`src/design/sfe_pkg.sv`:
```
// Purpose: Shared constants for the serial flash erase, power-down and ID command block
// Assumes: System clock pclk at 100 MHz; nanosecond times are converted to cycle counts here
// Notes:   Identification values live as parameters of the top module, not here
package sfe_pkg;

   // Clock
   localparam logic [31:0] CLK_NS     = 32'h0000000A;       // 10 ns period
   localparam logic [31:0] CYC_PER_MS = 32'h000186A0;       // 100000 cycles per ms

   // Self-timed durations, in their own units (plain defaults)
   localparam logic [31:0] BLK_ERASE_MS  = 32'h00000096;    // block_erase_time, 150 ms
   localparam logic [31:0] CHIP_ERASE_MS = 32'h00000BB8;    // chip_erase_time, 3000 ms
   localparam logic [31:0] PD_ENTRY_NS   = 32'h00000BB8;    // power_down_entry_time, 3000 ns
   localparam logic [31:0] REL1_NS       = 32'h00000BB8;    // release_time_1, 3000 ns
   localparam logic [31:0] REL2_NS       = 32'h00000708;    // release_time_2, 1800 ns

   // Nanosecond times round down to whole cycles
   localparam logic [31:0] PD_ENTRY_CYC = PD_ENTRY_NS / CLK_NS;
   localparam logic [31:0] REL1_CYC     = REL1_NS / CLK_NS;
   localparam logic [31:0] REL2_CYC     = REL2_NS / CLK_NS;
   localparam logic [31:0] TMR_ONE      = 32'h00000001;

   // Opcodes
   localparam logic [7:0] OP_WREN     = 8'h06;
   localparam logic [7:0] OP_WRDI     = 8'h04;
   localparam logic [7:0] OP_STATUS   = 8'h05;
   localparam logic [7:0] OP_BLK_ERA  = 8'hD8;
   localparam logic [7:0] OP_CHIP_A   = 8'hC7;
   localparam logic [7:0] OP_CHIP_B   = 8'h60;
   localparam logic [7:0] OP_PDOWN    = 8'hB9;
   localparam logic [7:0] OP_RELEASE  = 8'hAB;
   localparam logic [7:0] OP_MFR_DEV  = 8'h90;
   localparam logic [7:0] OP_MFR_DUAL = 8'h92;
   localparam logic [7:0] OP_UNIQUE   = 8'h4B;
   localparam logic [7:0] OP_JEDEC    = 8'h9F;

   // Frame lengths in clock rising edges
   localparam logic [6:0] EDGE_OP    = 7'h08;               // opcode only
   localparam logic [6:0] EDGE_ADDR  = 7'h20;               // opcode + 24-bit address / 3 dummies
   localparam logic [6:0] EDGE_DUAL  = 7'h18;               // 92h: op + 12 addr + 4 mode edges
   localparam logic [6:0] EDGE_UNIQ  = 7'h28;               // opcode + 4 dummy bytes
   localparam logic [6:0] EDGE_MAX   = 7'h7F;

   // Output word lengths in bits
   localparam logic [6:0] LEN_NONE = 7'h00;
   localparam logic [6:0] LEN_BYTE = 7'h08;
   localparam logic [6:0] LEN_PAIR = 7'h10;
   localparam logic [6:0] LEN_JED  = 7'h18;
   localparam logic [6:0] LEN_UNIQ = 7'h40;

   // Protection map: 8 blocks of 64 KB
   localparam logic [3:0] BLK_COUNT = 4'h8;
   localparam logic [2:0] PL_ALL    = 3'h4;
   localparam logic [2:0] PL_NONE   = 3'h0;

   // APB register map
   localparam logic [11:0] ADDR_CTRL   = 12'h000;
   localparam logic [11:0] ADDR_STATUS = 12'h004;
   localparam int          CTRL_TB     = 0;
   localparam int          CTRL_PL_LO  = 1;
   localparam int          CTRL_PL_HI  = 3;
   localparam logic [3:0]  CTRL_RST    = 4'h0;

   // Pin synchroniser lanes: sck, cs_n, io0, io1
   localparam int         PIN_SCK  = 0;
   localparam int         PIN_CS   = 1;
   localparam int         PIN_IO0  = 2;
   localparam int         PIN_IO1  = 3;
   localparam logic [3:0] PIN_RST  = 4'h2;                  // cs_n idles high

   typedef enum logic [2:0] {
      ST_IDLE, ST_ERASE, ST_PD_ENTRY, ST_PD, ST_RELEASE
   } sfe_state_t;

endpackage

```
`src/design/sfe_flash_cmd.sv`:
```
// Purpose: SPI flash command engine for erase, deep power-down and identification reads
// Assumes: SPI pins are asynchronous and resampled on pclk; pclk far faster than spi_sck
// Notes:   Array erase itself is done by logic behind erase_start / erase_addr / erase_chip
`timescale 1ns/100ps

module sfe_flash_cmd
   import sfe_pkg::*;
#(
   parameter logic [31:0] BLOCK_ERASE_CYC = BLK_ERASE_MS * CYC_PER_MS,  // Block erase cycles
   parameter logic [31:0] CHIP_ERASE_CYC  = CHIP_ERASE_MS * CYC_PER_MS, // Chip erase cycles
   parameter logic [7:0]  MFR_ID    = 8'h5A,              // Arbitrary value
   parameter logic [7:0]  DEV_ID    = 8'h12,              // Arbitrary value
   parameter logic [7:0]  MEM_TYPE  = 8'h30,              // Arbitrary value
   parameter logic [7:0]  CAPACITY  = 8'h13,              // Arbitrary value
   parameter logic [63:0] UNIQUE_ID = 64'h0123456789ABCDEF // Arbitrary value
) (
   input  wire logic        pclk,        // System clock
   input  wire logic        presetn,     // Async reset, low
   input  wire logic [11:0] paddr,       // APB address
   input  wire logic        psel,        // APB select
   input  wire logic        penable,     // APB access phase
   input  wire logic        pwrite,      // APB direction
   input  wire logic [31:0] pwdata,      // APB write data
   output logic             pready,      // APB ready
   output logic [31:0]      prdata,      // APB read data
   output logic             pslverr,     // APB error on unmapped address
   input  wire logic        spi_sck,     // Serial clock pin
   input  wire logic        spi_cs_n,    // Chip select pin, low
   input  wire logic        io0_in,      // IO0 pin level
   output logic             io0_out,     // IO0 drive value
   output logic             io0_oe,      // IO0 drive enable
   input  wire logic        io1_in,      // IO1 pin level
   output logic             io1_out,     // IO1 drive value
   output logic             io1_oe,      // IO1 drive enable
   output logic             erase_start, // One-cycle erase request to array
   output logic             erase_chip,  // Request covers whole array
   output logic [23:0]      erase_addr,  // Block address of request
   output logic             busy,        // Erase cycle running
   output logic             power_down   // Deep power-down state
);

   // Pin synchronisers, two flops per lane
   logic [3:0] pin_raw;
   logic [3:0] s1_q;
   logic [3:0] s2_q;
   assign pin_raw = {io1_in, io0_in, spi_cs_n, spi_sck};

   for (genvar i = 0; i < 4; i++) begin : g_sync
      always_ff @(posedge pclk or negedge presetn) begin
         if (!presetn) begin
            s1_q[i] <= PIN_RST[i];
            s2_q[i] <= PIN_RST[i];
         end else begin
            s1_q[i] <= pin_raw[i];
            s2_q[i] <= s1_q[i];
         end
      end
   end

   // Edge detection on the second stage only
   logic sck_prev_q;
   logic cs_prev_q;
   logic sck_rise;
   logic sck_fall;
   logic cs_low;
   logic cs_rise;
   assign cs_low   = ~s2_q[PIN_CS];
   assign sck_rise = cs_low & s2_q[PIN_SCK] & ~sck_prev_q;
   assign sck_fall = cs_low & ~s2_q[PIN_SCK] & sck_prev_q;
   assign cs_rise  = s2_q[PIN_CS] & ~cs_prev_q;

   always_ff @(posedge pclk or negedge presetn) begin
      if (!presetn) begin
         sck_prev_q <= 1'b0;
         cs_prev_q  <= 1'b1;
      end else begin
         sck_prev_q <= s2_q[PIN_SCK];
         cs_prev_q  <= s2_q[PIN_CS];
      end
   end

   // State, control and timer registers
   sfe_state_t  state_q;
   sfe_state_t  state_d;
   logic [31:0] tmr_q;
   logic [31:0] tmr_d;
   logic        wel_q;
   logic        wel_d;
   logic [3:0]  ctrl_q;
   logic [6:0]  edge_q;
   logic [31:0] in_sr_q;
   logic [7:0]  op_q;
   logic        tb;
   logic [2:0]  plevel;
   assign tb     = ctrl_q[CTRL_TB];
   assign plevel = ctrl_q[CTRL_PL_HI:CTRL_PL_LO];

   // Which opcodes the current state will recognise at all
   logic op_ok;
   assign op_ok = (state_q == ST_IDLE) ? 1'b1 :
                  (state_q == ST_ERASE) ? (op_q == OP_STATUS) :
                  (state_q == ST_PD) ? (op_q == OP_RELEASE) :
                  1'b0;

   // Dual input phase of 92h: address and mode bits arrive on io1:io0
   logic dual_in;
   logic dual_out;
   assign dual_in  = (op_q == OP_MFR_DUAL) && (edge_q >= EDGE_OP) && (edge_q < EDGE_DUAL);
   assign dual_out = (op_q == OP_MFR_DUAL);

   // Shift in on rising edges, MSB first; frame counters restart on deselect
   always_ff @(posedge pclk or negedge presetn) begin
      if (!presetn) begin
         edge_q  <= 7'h00;
         in_sr_q <= 32'h00000000;
         op_q    <= 8'h00;
      end else if (s2_q[PIN_CS]) begin
         edge_q <= 7'h00;
      end else if (sck_rise) begin
         edge_q <= (edge_q == EDGE_MAX) ? edge_q : edge_q + 7'h01;
         if (dual_in) begin
            in_sr_q <= {in_sr_q[29:0], s2_q[PIN_IO1], s2_q[PIN_IO0]};
         end else begin
            in_sr_q <= {in_sr_q[30:0], s2_q[PIN_IO0]};
         end
         if (edge_q == EDGE_OP - 7'h01) begin
            op_q <= {in_sr_q[6:0], s2_q[PIN_IO0]};
         end
      end
   end

   // Protection window: 2^(level-1) blocks from top or bottom, level 4 and up covers all
   logic [3:0] prot_n;
   logic [3:0] blk_idx;
   logic       blk_prot;
   assign blk_idx  = {1'b0, in_sr_q[18:16]};
   assign prot_n   = (plevel >= PL_ALL) ? BLK_COUNT : 4'(4'h1 << (plevel - 3'h1));
   assign blk_prot = (plevel == PL_NONE) ? 1'b0 :
                     tb ? (blk_idx < prot_n) : (blk_idx >= BLK_COUNT - prot_n);

   // Frame-end decode; exact length checks discard badly terminated frames, except that any release frame longer than the opcode is accepted
   logic end_ok;
   logic len_op;
   logic len_addr;
   logic do_wren;
   logic do_wrdi;
   logic do_blk;
   logic do_chip;
   logic do_pd;
   logic do_rel1;
   logic do_rel2;
   assign end_ok   = cs_rise & op_ok & (state_q != ST_ERASE);
   assign len_op   = (edge_q == EDGE_OP);
   assign len_addr = (edge_q == EDGE_ADDR);
   assign do_wren  = end_ok & (state_q == ST_IDLE) & (op_q == OP_WREN) & len_op;
   assign do_wrdi  = end_ok & (state_q == ST_IDLE) & (op_q == OP_WRDI) & len_op;
   assign do_blk   = end_ok & (state_q == ST_IDLE) & (op_q == OP_BLK_ERA) & len_addr
                     & wel_q & ~blk_prot;
   assign do_chip  = end_ok & (state_q == ST_IDLE) & len_op & wel_q
                     & ((op_q == OP_CHIP_A) | (op_q == OP_CHIP_B))
                     & (plevel == PL_NONE);
   assign do_pd    = end_ok & (state_q == ST_IDLE) & (op_q == OP_PDOWN) & len_op;
   assign do_rel1  = end_ok & (state_q == ST_PD) & len_op;
   assign do_rel2  = end_ok & (state_q == ST_PD) & (edge_q > EDGE_OP);

   // Sequencer for the self-timed cycles
   always_comb begin
      state_d = state_q;
      tmr_d   = (tmr_q > TMR_ONE) ? tmr_q - TMR_ONE : tmr_q;
      wel_d   = wel_q;
      case (state_q)
         ST_IDLE: begin
            if (do_wren) begin
               wel_d = 1'b1;
            end else if (do_wrdi) begin
               wel_d = 1'b0;
            end else if (do_blk) begin
               state_d = ST_ERASE;
               tmr_d   = BLOCK_ERASE_CYC;
            end else if (do_chip) begin
               state_d = ST_ERASE;
               tmr_d   = CHIP_ERASE_CYC;
            end else if (do_pd) begin
               state_d = ST_PD_ENTRY;
               tmr_d   = PD_ENTRY_CYC;
            end
         end
         ST_ERASE: begin
            if (tmr_q <= TMR_ONE) begin
               state_d = ST_IDLE;
               wel_d   = 1'b0;
            end
         end
         ST_PD_ENTRY: begin
            if (tmr_q <= TMR_ONE) begin
               state_d = ST_PD;
            end
         end
         ST_PD: begin
            if (do_rel2) begin
               state_d = ST_RELEASE;
               tmr_d   = REL2_CYC;
            end else if (do_rel1) begin
               state_d = ST_RELEASE;
               tmr_d   = REL1_CYC;
            end
         end
         ST_RELEASE: begin
            if (tmr_q <= TMR_ONE) begin
               state_d = ST_IDLE;
            end
         end
         default: state_d = ST_IDLE;
      endcase
   end

   // Reset lands in normal operation
   always_ff @(posedge pclk or negedge presetn) begin
      if (!presetn) begin
         state_q <= ST_IDLE;
         tmr_q   <= 32'h00000000;
         wel_q   <= 1'b0;
      end else begin
         state_q <= state_d;
         tmr_q   <= tmr_d;
         wel_q   <= wel_d;
      end
   end

   // Erase request toward the array, address captured at the accepting deselect
   always_ff @(posedge pclk or negedge presetn) begin
      if (!presetn) begin
         erase_start <= 1'b0;
         erase_chip  <= 1'b0;
         erase_addr  <= 24'h000000;
      end else begin
         erase_start <= do_blk | do_chip;
         if (do_blk | do_chip) begin
            erase_chip <= do_chip;
            erase_addr <= do_chip ? 24'h000000 : {in_sr_q[23:16], 16'h0000};
         end
      end
   end

   assign busy       = (state_q == ST_ERASE);
   assign power_down = (state_q == ST_PD);

   // Readout word selection; status stays live so repeated reads track busy
   logic [7:0]  status_byte;
   logic [6:0]  out_len;
   logic [6:0]  out_start;
   logic [63:0] out_word;
   logic        swap_q;
   logic        swap_now;
   logic        swap_sel;
   logic        out_act_q;
   assign status_byte = {2'b00, tb, plevel, wel_q, busy};
   assign swap_now    = dual_out ? in_sr_q[8] : in_sr_q[0];
   assign swap_sel    = out_act_q ? swap_q : swap_now;
   assign out_len     = (op_q == OP_STATUS) ? LEN_BYTE :
                        (op_q == OP_RELEASE) ? LEN_BYTE :
                        (op_q == OP_MFR_DEV) ? LEN_PAIR :
                        (op_q == OP_MFR_DUAL) ? LEN_PAIR :
                        (op_q == OP_UNIQUE) ? LEN_UNIQ :
                        (op_q == OP_JEDEC) ? LEN_JED : LEN_NONE;
   assign out_start   = (op_q == OP_RELEASE) ? EDGE_ADDR :
                        (op_q == OP_MFR_DEV) ? EDGE_ADDR :
                        (op_q == OP_MFR_DUAL) ? EDGE_DUAL :
                        (op_q == OP_UNIQUE) ? EDGE_UNIQ : EDGE_OP;
   assign out_word    = (op_q == OP_STATUS) ? {56'h0, status_byte} :
                        (op_q == OP_RELEASE) ? {56'h0, DEV_ID} :
                        (op_q == OP_UNIQUE) ? UNIQUE_ID :
                        (op_q == OP_JEDEC) ? {40'h0, MFR_ID, MEM_TYPE, CAPACITY} :
                        swap_sel ? {48'h0, DEV_ID, MFR_ID} : {48'h0, MFR_ID, DEV_ID};

   // Bit pointer walks down and wraps so the word repeats until deselect
   logic       out_go;
   logic [6:0] ptr_q;
   logic [6:0] p_cur;
   logic [6:0] step;
   logic [6:0] ptr_nx;
   assign out_go = op_ok & (out_len != LEN_NONE) & (edge_q >= out_start);
   assign step   = dual_out ? 7'h02 : 7'h01;
   assign p_cur  = out_act_q ? ptr_q : out_len - 7'h01;
   assign ptr_nx = (p_cur < step) ? p_cur + out_len - step : p_cur - step;

   // Drive on falling edges; dual mode puts the higher bit on io1
   always_ff @(posedge pclk or negedge presetn) begin
      if (!presetn) begin
         out_act_q <= 1'b0;
         swap_q    <= 1'b0;
         ptr_q     <= 7'h00;
         io0_out   <= 1'b0;
         io1_out   <= 1'b0;
      end else if (s2_q[PIN_CS]) begin
         out_act_q <= 1'b0;
      end else if (sck_fall && out_go) begin
         out_act_q <= 1'b1;
         swap_q    <= swap_sel;
         ptr_q     <= ptr_nx;
         io1_out   <= out_word[p_cur[5:0]];
         io0_out   <= out_word[p_cur[5:0] - 6'h01];
      end
   end

   assign io1_oe = out_act_q & cs_low;
   assign io0_oe = out_act_q & cs_low & dual_out;

   // APB slave: zero wait states, read data captured in the setup cycle
   logic apb_hit;
   logic ctrl_wr;
   assign apb_hit = (paddr == ADDR_CTRL) || (paddr == ADDR_STATUS);
   assign ctrl_wr = psel & penable & pwrite & (paddr == ADDR_CTRL);
   assign pready  = 1'b1;
   assign pslverr = psel & penable & ~apb_hit;

   // Protection changes take effect for the next erase decision only
   always_ff @(posedge pclk or negedge presetn) begin
      if (!presetn) begin
         ctrl_q <= CTRL_RST;
         prdata <= 32'h00000000;
      end else begin
         if (ctrl_wr) begin
            ctrl_q <= pwdata[CTRL_PL_HI:0];
         end
         if (psel && !penable) begin
            if (paddr == ADDR_CTRL) begin
               prdata <= {28'h0, ctrl_q};
            end else if (paddr == ADDR_STATUS) begin
               prdata <= {29'h0, power_down, wel_q, busy};
            end else begin
               prdata <= 32'h00000000;
            end
         end
      end
   end

   // Assertions
   localparam int PD_LIM = int'(PD_ENTRY_CYC) + 2;
endmodule

```
`config.mk`:
```
export PLATFORM = sky130hd
export DESIGN_NAME = sfe_flash_cmd
export DESIGN_NICKNAME = d
export VERILOG_FILES = /design/src/design/sfe_pkg.sv /design/src/design/sfe_flash_cmd.sv
export SDC_FILE = /design/constraint.sdc
export NUM_CORES = 1
export LEC_CHECK = 0
export ABC_CLOCK_PERIOD_IN_PS = 8900
export BUFFER_PORTS_ARGS = -buffer_cell sky130_fd_sc_hd__buf_2
export CORE_UTILIZATION = 46
export DETAILED_ROUTE_END_ITERATION = 16
export PLACE_DENSITY = 0.78
export SETUP_SLACK_MARGIN = 0.2
export SLEW_MARGIN = 40
export SYNTH_ARGS = -nofsm -noshare
export SYNTH_HDL_FRONTEND = slang
export SYNTH_SLANG_ARGS = --single-unit
```
`constraint.sdc`:
```
create_clock -name pclk -period 8.9 [get_ports pclk]
set_input_delay 0.445 -clock pclk [delete_from_list [all_inputs] [get_ports pclk]]
set_output_delay 0.445 -clock pclk [all_outputs]
set_load 0.02 [all_outputs]
```
# Word-level counts from Yosys, hierarchy flattened
# Cells that the tools add are included.
[word_totals]
memories = 0
out_inout_bits = 66
ramBits = 0
mem_bits_ro = 0
wordCells = 202
in_bits = 53
latch_bits = 0
regBits = 158
[classes]
mul = 0
reduce_logical = 20
shifts = 1
div_mod_pow = 0
n_addsub = 9
n_mux = 62
n_eq_ne = 31
n_lt_le_gt_ge = 12
bitwise_logic = 41
[ops]
columns = ["cell", "n"]
rows = [
  ["32-bit 2-to-1 mux", 8],
  ["57-bit 2-to-1 mux", 3],
  ["7-bit 2-to-1 mux", 10],
  ["32-bit case mux with 2 select lines", 1],
  ["8-bit == test, second input constant", 7],
  ["24-bit 2-to-1 mux", 2],
  ["1-bit bitwise AND", 33],
  ["32-bit by 1-bit greater-than comparator with 1-bit output, second input constant", 1],
  ["32-bit by 1-bit <= comparator with 1-bit output, second input constant", 1],
  ["32-bit by 1-bit subtractor with 32-bit output, second input constant", 1],
  ["3-bit 2-to-1 mux", 10],
  ["8-bit by 3-bit == test with 1-bit output, second input constant", 3],
  ["6-bit 2-to-1 mux", 4],
  ["23-bit 2-to-1 mux", 1],
  ["8-bit by 7-bit == test with 1-bit output, second input constant", 2],
  ["15-bit 2-to-1 mux", 1],
  ["6-bit by 7-bit < comparator with 1-bit output, second input constant", 2],
  ["1-bit 2-to-1 mux", 14],
  ["7-bit by 2-bit subtractor with 7-bit output", 2],
  ["1-bit binary-select mux with 6-bit select", 2],
  ["12-bit by 3-bit == test with 1-bit output, second input constant", 1],
  ["12-bit zero test", 1],
  ["3-bit case mux with 4 select lines", 1],
  ["4-bit 2-to-1 mux", 2],
  ["42 further kinds", 63],
]

# Longest topological paths before layout
# Gate-level depths: netlist of the first run.
[depth]
word_depth = 16
depth_mapped = 17
depth_no_buf = 15

# Worst setup path before layout of the first run
# No wires, ideal clock.
[synth_timing]
path_kind = "reg-to-reg"
startpoint = "register op_q[2]"
endpoint = "register ptr_q[6]"
setup_ns = 0.110
n_path_buf = 1
path_stages_with_launch = 17
slack_ns = 4.998
arrival_ns = 3.791
required_ns = 8.790
synth_period_minus_slack_ns = 3.902
path_cell_list = "dfrtp_1 > clkbuf_1 > nand2b_1 > or4_1 > nand3_1 > inv_1 > ha_1 > mux2i_1 > inv_1 > ha_1 > inv_1 > ha_1 > a21boi_0 > o21ai_0 > nand3_1 > and3b_1 > o41ai_1"
[synth_via]
elab_chain_cells = 12
elab_cells_between_ends = 33
classes_between = "add/sub: 4; order compare: 2; eq/ne: 6; mux: 16; bitwise: 2; reduce/logical: 3"
[synth_lines]
columns = ["item", "line", "text"]
rows = [
  ["start, declared", "sfe_flash_cmd.sv:92", "logic [7:0] op_q;"],
  ["start signal, assigned", "sfe_flash_cmd.sv:127", "op_q <= {in_sr_q[6:0], s2_q[PIN_IO0]};"],
  ["8-bit == test", "sfe_flash_cmd.sv:265", "(op_q == OP_JEDEC) ? LEN_JED : LEN_NONE;"],
  ["5-bit 2-to-1 mux", "sfe_flash_cmd.sv:265", ""],
  ["7-bit 2-to-1 mux", "sfe_flash_cmd.sv:264", "(op_q == OP_UNIQUE) ? LEN_UNIQ :"],
  ["7-bit 2-to-1 mux", "sfe_flash_cmd.sv:263", "(op_q == OP_MFR_DUAL) ? LEN_PAIR :"],
  ["7-bit 2-to-1 mux", "sfe_flash_cmd.sv:262", "(op_q == OP_MFR_DEV) ? LEN_PAIR :"],
  ["7-bit 2-to-1 mux", "sfe_flash_cmd.sv:261", "(op_q == OP_RELEASE) ? LEN_BYTE :"],
  ["7-bit 2-to-1 mux", "sfe_flash_cmd.sv:260", "assign out_len = (op_q == OP_STATUS) ? LEN_BYTE :"],
  ["7-bit by 1-bit subtractor with 7-bit output or 7-bit nonzero test (tied branches)", "sfe_flash_cmd.sv:284, sfe_flash_cmd.sv:282", ""],
  ["7-bit 2-to-1 mux or 1-bit bitwise AND (tied branches)", "sfe_flash_cmd.sv:284, sfe_flash_cmd.sv:282", ""],
  ["7-bit adder or 1-bit bitwise AND (tied branches)", "sfe_flash_cmd.sv:285, sfe_flash_cmd.sv:282", ""],
  ["7-bit by 2-bit subtractor with 7-bit output or 1-bit logical AND (tied branches)", "sfe_flash_cmd.sv:285, sfe_flash_cmd.sv:297", ""],
  ["7-bit 2-to-1 mux or 2-bit AND reduction (tied branches)", "--", ""],
  ["end signal, assigned", "sfe_flash_cmd.sv:300", "ptr_q <= ptr_nx;"],
  ["end, declared", "sfe_flash_cmd.sv:278", "logic [6:0] ptr_q;"],
]
# Parallel ways exist; a longest one is shown, timed or not.
# A chain may end at the register's enable or synchronous reset.

# Worst setup path in the final report of the first run
[layout_timing]
startpoint = "register op_q[7]"
endpoint = "register ptr_q[6]"
# The elaborated chain is that of the path after synthesis.

==> results of run 1 <==
## flip-flops by register name, indices dropped and copies added (netlist names), 3 cells and up
name	count
op_q	8
s1_q	4
erase_addr	8
tmr_q	32
state_q	3
ctrl_q	4
prdata	4
in_sr_q	24
s2_q	4
edge_q	7
ptr_q	7
## cell usage after synthesis (5+ instances only)
master      n
or4_1       6
a21o_1      5
nor3_1     27
a211oi_1   10
inv_1      39
and2_1      5
xor2_1     25
mux2_2     16
xnor2_1    18
nand3_1    19
a21oi_1    19
nor4_1     19
nand4_1    11
ha_1       27
or3_1       6
o21ai_0    54
nor2b_1     8
dfrtp_1   111
clkbuf_1   37
or2_2       6
and4_1      7
nor2_1     69
a31oi_1     8
buf_4      46
mux2i_1    37
nand2_1    84
nand3b_1   10
nand2b_1   14
## how the worst max path moves through the flow
stage,startpoint,end,slack (ns)
2_1_floorplan,op_q[2]$_DFFE_PN0P_,ptr_q[6]$_DFFE_PN0P_,5.00
3_3_place_gp,op_q[5]$_DFFE_PN0P_,ptr_q[6]$_DFFE_PN0P_,4.12
3_5_place_dp,op_q[5]$_DFFE_PN0P_,ptr_q[6]$_DFFE_PN0P_,4.27
4_1_cts,op_q[5]$_DFFE_PN0P_,ptr_q[6]$_DFFE_PN0P_,4.27
5_1_grt,op_q[5]$_DFFE_PN0P_,ptr_q[6]$_DFFE_PN0P_,3.91
6_report,op_q[7]$_DFFE_PN0P_,ptr_q[6]$_DFFE_PN0P_,4.23
## cell usage in the layout, fill, tap and decap left out, drive strengths merged, types with 5 or more instances in the layout
cell type and n:
buf 49, nand2 84, nor4 20, xor2 25, mux2i 37, or4 8, or2 7, clkbuf 21
inv 39, mux2 17, nor3 27, bufinv 5, o21ai 54, nor2b 8, ha 27, or3 6
conb 45, a21oi 19, a31oi 8, dfrtp 111, nor2 69, xnor2 18, a21o 5, nand2b 14
a21boi 5, and4 7, a211oi 10, nand4 11, clkinv 6, and2 6, nand3b 10, nand3 20
## layer usage
layer | wire, um | share of wire | global-route usage
met1 | 7352 | 0.45 | 0.2642
met2 | 7878 | 0.49 | 0.3262
met3 | 718 | 0.044 | 0.04182
met4 | 227 | 0.014 | 0.07729
met5 | 0 | 0 | 0
## stage by stage
step                      worst slack, ns  instances  power [mW]  utilization
final                               4.226       1094       1.349       0.5268
after global routing                3.906       1094       1.394       0.5268
after CTS                           4.272       1094       1.363       0.5266
after detailed placement            4.267       1062      0.6153       0.4863
after global placement              4.124       1062      0.6128       0.4849
after floorplan                     4.998        885      0.6052            -
## cells by family (layout without fill, tap and decap cells)
kind of cell / count (synthesis) / after routing / share of synthesized area
muxes: 54 / 54 / 0.07457
xor gates and xnor gates: 43 / 43 / 0.04999
other: 2 / 45 / 0.0009969
adders and majority gates: 29 / 29 / 0.05016
and+or+nand+nor: 320 / 320 / 0.2234
buffers and inverters: 128 / 121 / 0.08719
AOI/OAI and AO/OA: 152 / 152 / 0.1345
DFF: 114 / 114 / 0.3792
## layout make-up
cell class	instances	area (um^2)	area share
timing repair buffer	49	261.5	0.03114
clock inverter	11	182.7	0.02175
inverter	40	150.1	0.01788
clock buffer	21	460.4	0.05483
multi-input combinational	643	4217	0.5021
tap	216	270.3	0.03218
sequential	114	2856	0.3401
## worst max-delay path: stages (launching register included)
cell	delay (ns)
dfrtp_1	0.49
nor4bb_2	0.69
nand4_1	0.29
nand3_1	0.21
inv_1	0.17
ha_1	0.31
mux2i_1	0.57
inv_1	0.22
ha_1	0.33
inv_1	0.04
ha_1	0.32
a21boi_0	0.13
o21ai_0	0.22
nand3_1	0.10
and3b_1	0.17
o41ai_1	0.29
## power groups by stage
stage                     clock network (mW)  registers, mW  logic (mW)
after floorplan                            0          0.549      0.0566
after global placement                     0          0.552      0.0604
after detailed placement                   0          0.553      0.0623
after CTS                              0.756          0.544      0.0632
after global routing                   0.776          0.547      0.0720
final                                  0.742          0.545      0.0626
==> out/metrics.yaml, run 1 <==
run_status: "complete, no violations"
grt_overflow: 0
drv_slew: 0
hold_viol_final: 0
synth_sequential_area_ratio: 0.3792
reg2reg_depth: 15
clockBufferDepth: 2
cts_max_level: 4
synthCells: 842
seqPwrFrac: 0.404
num_antenna_cells: 0
grt_use_total: 0.2012
setup_viol_count_final: 0
yosys.cell_types.count: 80
end_kind: "flip-flop"
cts_tree: "done"
p_sw_frac: 0.2156
core.rowCount: 46
ys_ff_latch: 114
yosys-top-cells-area: "dfrtp_1 (37%), mux2i_1 (4.9%), buf_4 (4.6%)"
root_buffer: "clkbuf_16"
final_cell_area_um2: 8398
drt_iter0_drc: 450
grt_max_degree: 70
worst-slew-pin-transition_ns: 0.7094
cts_resized: 0
nNetsFinal: 947
rrSetupSlack_ns: 4.23
synth_area_per_cell_um2: 8.947
synth_ff_type: "dfrtp_1"
synth.top_cell.area_share: 0.3687
placed_area_um2: 7752
numCtsBuffers: 17
wirelength_mm: 16.18
cap_violations: 0
post-dp-hpwl_mm: 11.41
core_um2: 15940
startpoint_type: "flip-flop"
start_util: 0.4725
gp_congestion: 0.8900
post-cts-setup-buffers: 0
required_ns: 9.21
dieWidth_um: 130.0
vias: 6072
die_h_um: 130.0
io_pins: 119
fin_crit_sh: 0.5252
clock_latency_ns: 0.42
grt_pass1_wl_mm: 26.85
clkPwrFrac: 0.550
area_growth_pct: 11.48
port_buffers: 45
layout-drive-gt1-share: 0.1355
finalSetupTns_ns: 0
p_int_mw: 1.058
clock_skew_ns: 0.01120
pwr-share-comb: 0.046
timing.rr.start: "op_q[7]$_DFFE_PN0P_"
crit_fanout: 9
cts_hold_buffers: 0
drc: 0
drt.antenna.violating_nets: 0
max_freq_mhz: 213.9
synthArstFlopShare: 1.000
critPathArrivalTime_ns: 4.98
wl_per_cell_um: 14.79
fin_crit_ns: 4.674
ys_warn_count: 0
criticalPathCategory: "reg -> reg"
slew_headroom: 0.5135
synth_edf_count: 0
vdd_drop_max_mv: 0.1370
p_switching_mw: 0.2909
p_per_area_nw_per_um2: 160.7
rr_endpoint: "ptr_q[6]$_DFFE_PN0P_"
yosysTopAreaCell: "dfrtp_1"
routed_via_density: 5.550
p_leak_nw: 3.994
hold_ws_ns: 0.03037
netlist_area_um2: 7533
rsz0062_at_grt: "false"
hold_path_class: "in -> async"
nFillCells: 1431
die_area_um2: 16890
antenna_found_initial: 0
clock_sinks: 114
first_pass_iters: 5
grt_pass1_vias: 5564
cts.reportedPaths.clkPinSlew_ns: 0.06
Note: power is estimated with default switching activity, not from simulation.
==> run 2: changes to the inputs <==
--- a/config.mk
+++ b/config.mk
@@ -5,7 +5,8 @@
 export SDC_FILE = /design/constraint.sdc
 export NUM_CORES = 1
 export LEC_CHECK = 0
-export ABC_CLOCK_PERIOD_IN_PS = 8900
+export ABC_AREA = 1
+export ABC_CLOCK_PERIOD_IN_PS = 4840
 export BUFFER_PORTS_ARGS = -buffer_cell sky130_fd_sc_hd__buf_2
 export CORE_UTILIZATION = 46
 export DETAILED_ROUTE_END_ITERATION = 16
==> constraint.sdc (replaced) <==
create_clock -name pclk -period 4.84 [get_ports pclk]
set_input_delay 0.242 -clock pclk [delete_from_list [all_inputs] [get_ports pclk]]
set_output_delay 0.242 -clock pclk [all_outputs]
set_load 0.02 [all_outputs]
==> run 2 against run 1 <==
Worst setup slack worse by 3.5 ns. Synthesized area up 3.9%. First-iteration DRC count is 30% higher. Sequential share of layout area down 1.5 points. Register-to-register slack got worse by 3.5 ns. Final cell count up 21%. Global-route usage rose by 1.6 points. Largest cell class unchanged. Clock power up 73%. Synthesized cell count rose by 24%. Sequential cell count unchanged.
==> out/metrics.yaml, run 2 <==
fin_crit_sh: 0.8550  # was 0.5252
crit_fanout: 14  # was 9
grt_use_total: 0.2172  # was 0.2012
synth.top_cell.area_share: 0.3550  # was 0.3687
synth_ff_type: "dfrtp_1"  # unchanged
synth_area_per_cell_um2: 7.524  # was 8.947 um^2
pre_cts_ws_ns: 0.7080  # was 4.267 ns
port_buffers: 45  # unchanged
final_util: 0.5290  # was 0.5268
wl_per_cell_um: 13.69  # was 14.79 um
top_register: "tmr_q"  # unchanged
p_per_area_nw_per_um2: 274.6  # was 160.7 nW/um^2
timing.rr.start: "ctrl_q[2]$_DFFE_PN0P_"  # was op_q[7]$_DFFE_PN0P_
hold_viol_final: 0  # unchanged
hold_path_class: "in -> reg"  # was in -> async
yosysTopAreaCell: "dfrtp_1"  # unchanged
gp_congestion: 0.9096  # was 0.8900
run_status: "complete, no violations"  # unchanged
synthCells: 1040  # was 842
critPathArrivalTime_ns: 4.42  # was 4.98 ns
num_antenna_cells: 0  # unchanged
final_cell_area_um2: 8772  # was 8398 um^2
p_leak_nw: 4.565  # was 3.994 nW
placed_area_um2: 8115  # was 7752 um^2
drc: 0  # unchanged
ys_warn_count: 0  # unchanged
slew_headroom: 0.5653  # was 0.5135
core.rowCount: 47  # was 46
vdd_drop_max_mv: 0.4066  # was 0.1370 mV
final_common_cell: "nand2_1"  # was dfrtp_1
worst-slew-pin-transition_ns: 0.6520  # was 0.7094 ns
criticalPathCategory: "reg -> reg"  # unchanged
area_growth_pct: 12.10  # was 11.48%
grt_pass1_wl_mm: 30.66  # was 26.85 mm
final.setup.worst_slack_ns: 0.7017  # was 4.226 ns
cts_tree: "done"  # unchanged
yosysMostFrequentCell: "nand2_1"  # was dfrtp_1
slowest_delay_ns: 0.47  # was 0.69 ns
setup_viol_count_final: 0  # unchanged
post-dp-hpwl_mm: 13.17  # was 11.41 mm
hold_ws_ns: 0.04542  # was 0.03037 ns
fin_crit_ns: 4.138  # was 4.674 ns
yosys.cell_types.count: 59  # was 80
routed_via_density: 5.234  # was 5.550
cts_max_level: 4  # unchanged
min_path_cells: 2
largest_register_ffs: 32  # unchanged
vias: 6951  # was 6072
max_freq_mhz: 241.6  # was 213.9 MHz
layout_common_cells: "nand2_1 (175), inv_1 (134), dfrtp_1 (111)"  # was dfrtp_1 (111), nand2_1 (84), nor2_1 (69)
dieWidth_um: 132.4  # was 130.0 um
layout-drive-gt1-share: 0.1309  # was 0.1355
die_h_um: 132.4  # was 130.0 um
clock_sinks: 114  # unchanged
grt_max_degree: 72  # was 70
clock_latency_ns: 0.43  # was 0.42 ns
ys_ff_latch: 114  # unchanged
required_ns: 5.12  # was 9.21 ns
synth_edf_count: 0  # unchanged
finalSetupTns_ns: 0  # unchanged
drt.antenna.violating_nets: 0  # unchanged
core_um2: 16580  # was 15940 um^2
rrSetupSlack_ns: 0.70  # was 4.23 ns
rsz0062_at_grt: "false"  # unchanged
clockBufferDepth: 2  # unchanged
synthTopCellsByCount: "nand2_1 (175), inv_1 (134), dfrtp_1 (111), o21ai_0 (106), nor2_1 (101)"  # was dfrtp_1 (111), nand2_1 (84), nor2_1 (69), o21ai_0 (54), buf_4 (46)
die_area_um2: 17540  # was 16890 um^2
nNetsFinal: 1177  # was 947
dp_cells: 1291  # was 1062
critical_path.endpoint: "tmr_q[0]$_DFF_PN0_"  # was ptr_q[6]$_DFFE_PN0P_
drt_iter0_drc: 584  # was 450
numCtsBuffers: 17  # unchanged
start_util: 0.4719  # was 0.4725
nFillCells: 1577  # was 1431
antenna_found_initial: 0  # unchanged
root_buffer: "clkbuf_16"  # unchanged
power.total_mw: 2.409  # was 1.349 mW
startpoint_type: "flip-flop"  # unchanged
cap_violations: 0  # unchanged
cts.reportedPaths.clkPinSlew_ns: 0.06  # about the same
netlist_area_um2: 7825  # was 7533 um^2
wirelength_mm: 18.18  # was 16.18 mm
crit_slowest_cell: "a21oi_4"  # was nor4bb_2
grt_overflow: 0  # unchanged
synth_sequential_area_ratio: 0.3650  # was 0.3792
hold_start: "pwdata[0]"
reg2reg_depth: 19  # was 15
yosys-top-cells-area: "dfrtp_1 (35%), nand2_1 (8.4%), o21ai_0 (6.8%)"  # was dfrtp_1 (37%), mux2i_1 (4.9%), buf_4 (4.6%)
startpoint: "ctrl_q[2]$_DFFE_PN0P_"  # was op_q[7]$_DFFE_PN0P_
post_layout_nonfiller_instances: 1328  # was 1094
clock_skew_ns: 0.01461  # was 0.01120 ns
io_pins: 119  # unchanged
first_pass_iters: 5  # unchanged
end_kind: "flip-flop"  # unchanged
reg.largest.list: "tmr_q x32, in_sr_q x24"  # unchanged
grt_pass1_vias: 6493  # was 5564
drv_slew: 0  # unchanged
path_cells: "nor2_1 > ha_1 > or2_2 > nor3_1 > inv_1 > ha_1 > inv_1 > ha_1 > a21boi_0 > o21ai_0 > a21oi_1 > o211ai_1 > nand2_1 > nand2_2 > nor2_2 > nand2_2 > nand2_2 > a21oi_4 > nor3_1"  # was nor4bb_2 > nand4_1 > nand3_1 > inv_1 > ha_1 > mux2i_1 > inv_1 > ha_1 > inv_1 > ha_1 > a21boi_0 > o21ai_0 > nand3_1 > and3b_1 > o41ai_1
synthArstFlopShare: 1.000  # unchanged
rr_endpoint: "tmr_q[0]$_DFF_PN0_"  # was ptr_q[6]$_DFFE_PN0P_
-- run 2: cell count changes in the layout (fill, tap and decap cells not counted), moves of 32 or more --
cell,delta
inv_1,+95
nand2_1,+91
nand3_1,+50
nor2_1,+32
o21ai_0,+52
mux2i_1,-37
-- run 2: cell type report --
type / count / area, um^2 / area share
multi-input cells: 761 / 4161 / 0.4744
flip-flops and latches: 114 / 2856 / 0.3256
inverters: 145 / 545.5 / 0.06219
clock buffers: 22 / 474.2 / 0.05406
repair buffers: 56 / 326.6 / 0.03723
well taps: 220 / 275.3 / 0.03138
clock inverters: 10 / 132.6 / 0.01512
-- run 2: power breakdown --
part / internal [mW] / switching, mW
registers: 0.980 / 0.0157
clock network: 0.844 / 0.438
logic: 0.0321 / 0.0985
-- run 2: logic make-up after synthesis --
group,Yosys count,synth area share
buffers and inverters,208,0.1238
DFF,114,0.3650
and+or+nand+nor,448,0.2702
muxes,4,0.005756
xor gates and xnor gates,40,0.04573
adders and majority gates,29,0.04829
AOI/OAI and AO/OA,195,0.1402
other,2,0.0009597
-- run 2: timing repair --
item / CTS / global route
gates resized for setup: 0 / 0
buffers inserted: 0 / 0
hold buffers: 5 / 0
endpoints found under the hold margin: 73 / 0
-- run 2: worst min-delay path by stage --
| stage | end | slack, ns |
|---|---|---|
| global route | ctrl_q[3]$_DFFE_PN0P_ | 0.03 |
| detailed placement | tmr_q[29]$_DFF_PN0_ | 0.30 |
| floorplan | ctrl_q[0]$_DFFE_PN0P_ | -0.05 |
| finish | ctrl_q[0]$_DFFE_PN0P_ | 0.05 |
| CTS | ctrl_q[2]$_DFFE_PN0P_ | 0.03 |
| global placement | s2_q[0]$_DFF_PN0_ | 0.33 |
-- run 2: per-layer routing --
metal | vias to the layer above | global-route usage | wire length (um)
li1 | 3457 | - | -
met1 | 3241 | 0.2841 | 8144
met2 | 226 | 0.3567 | 8778
met3 | 27 | 0.04330 | 957
met4 | 0 | 0.07854 | 299
met5 | - | 0 | 0
-- run 2: critical path, delay by kind of cell (launching register included) --
kind            cells  cell delay (ns)
simple gates        9             1.66
fa+ha+maj           3             0.76
buf+inv             2             0.11
flops               1             0.44
compound gates      5             1.01
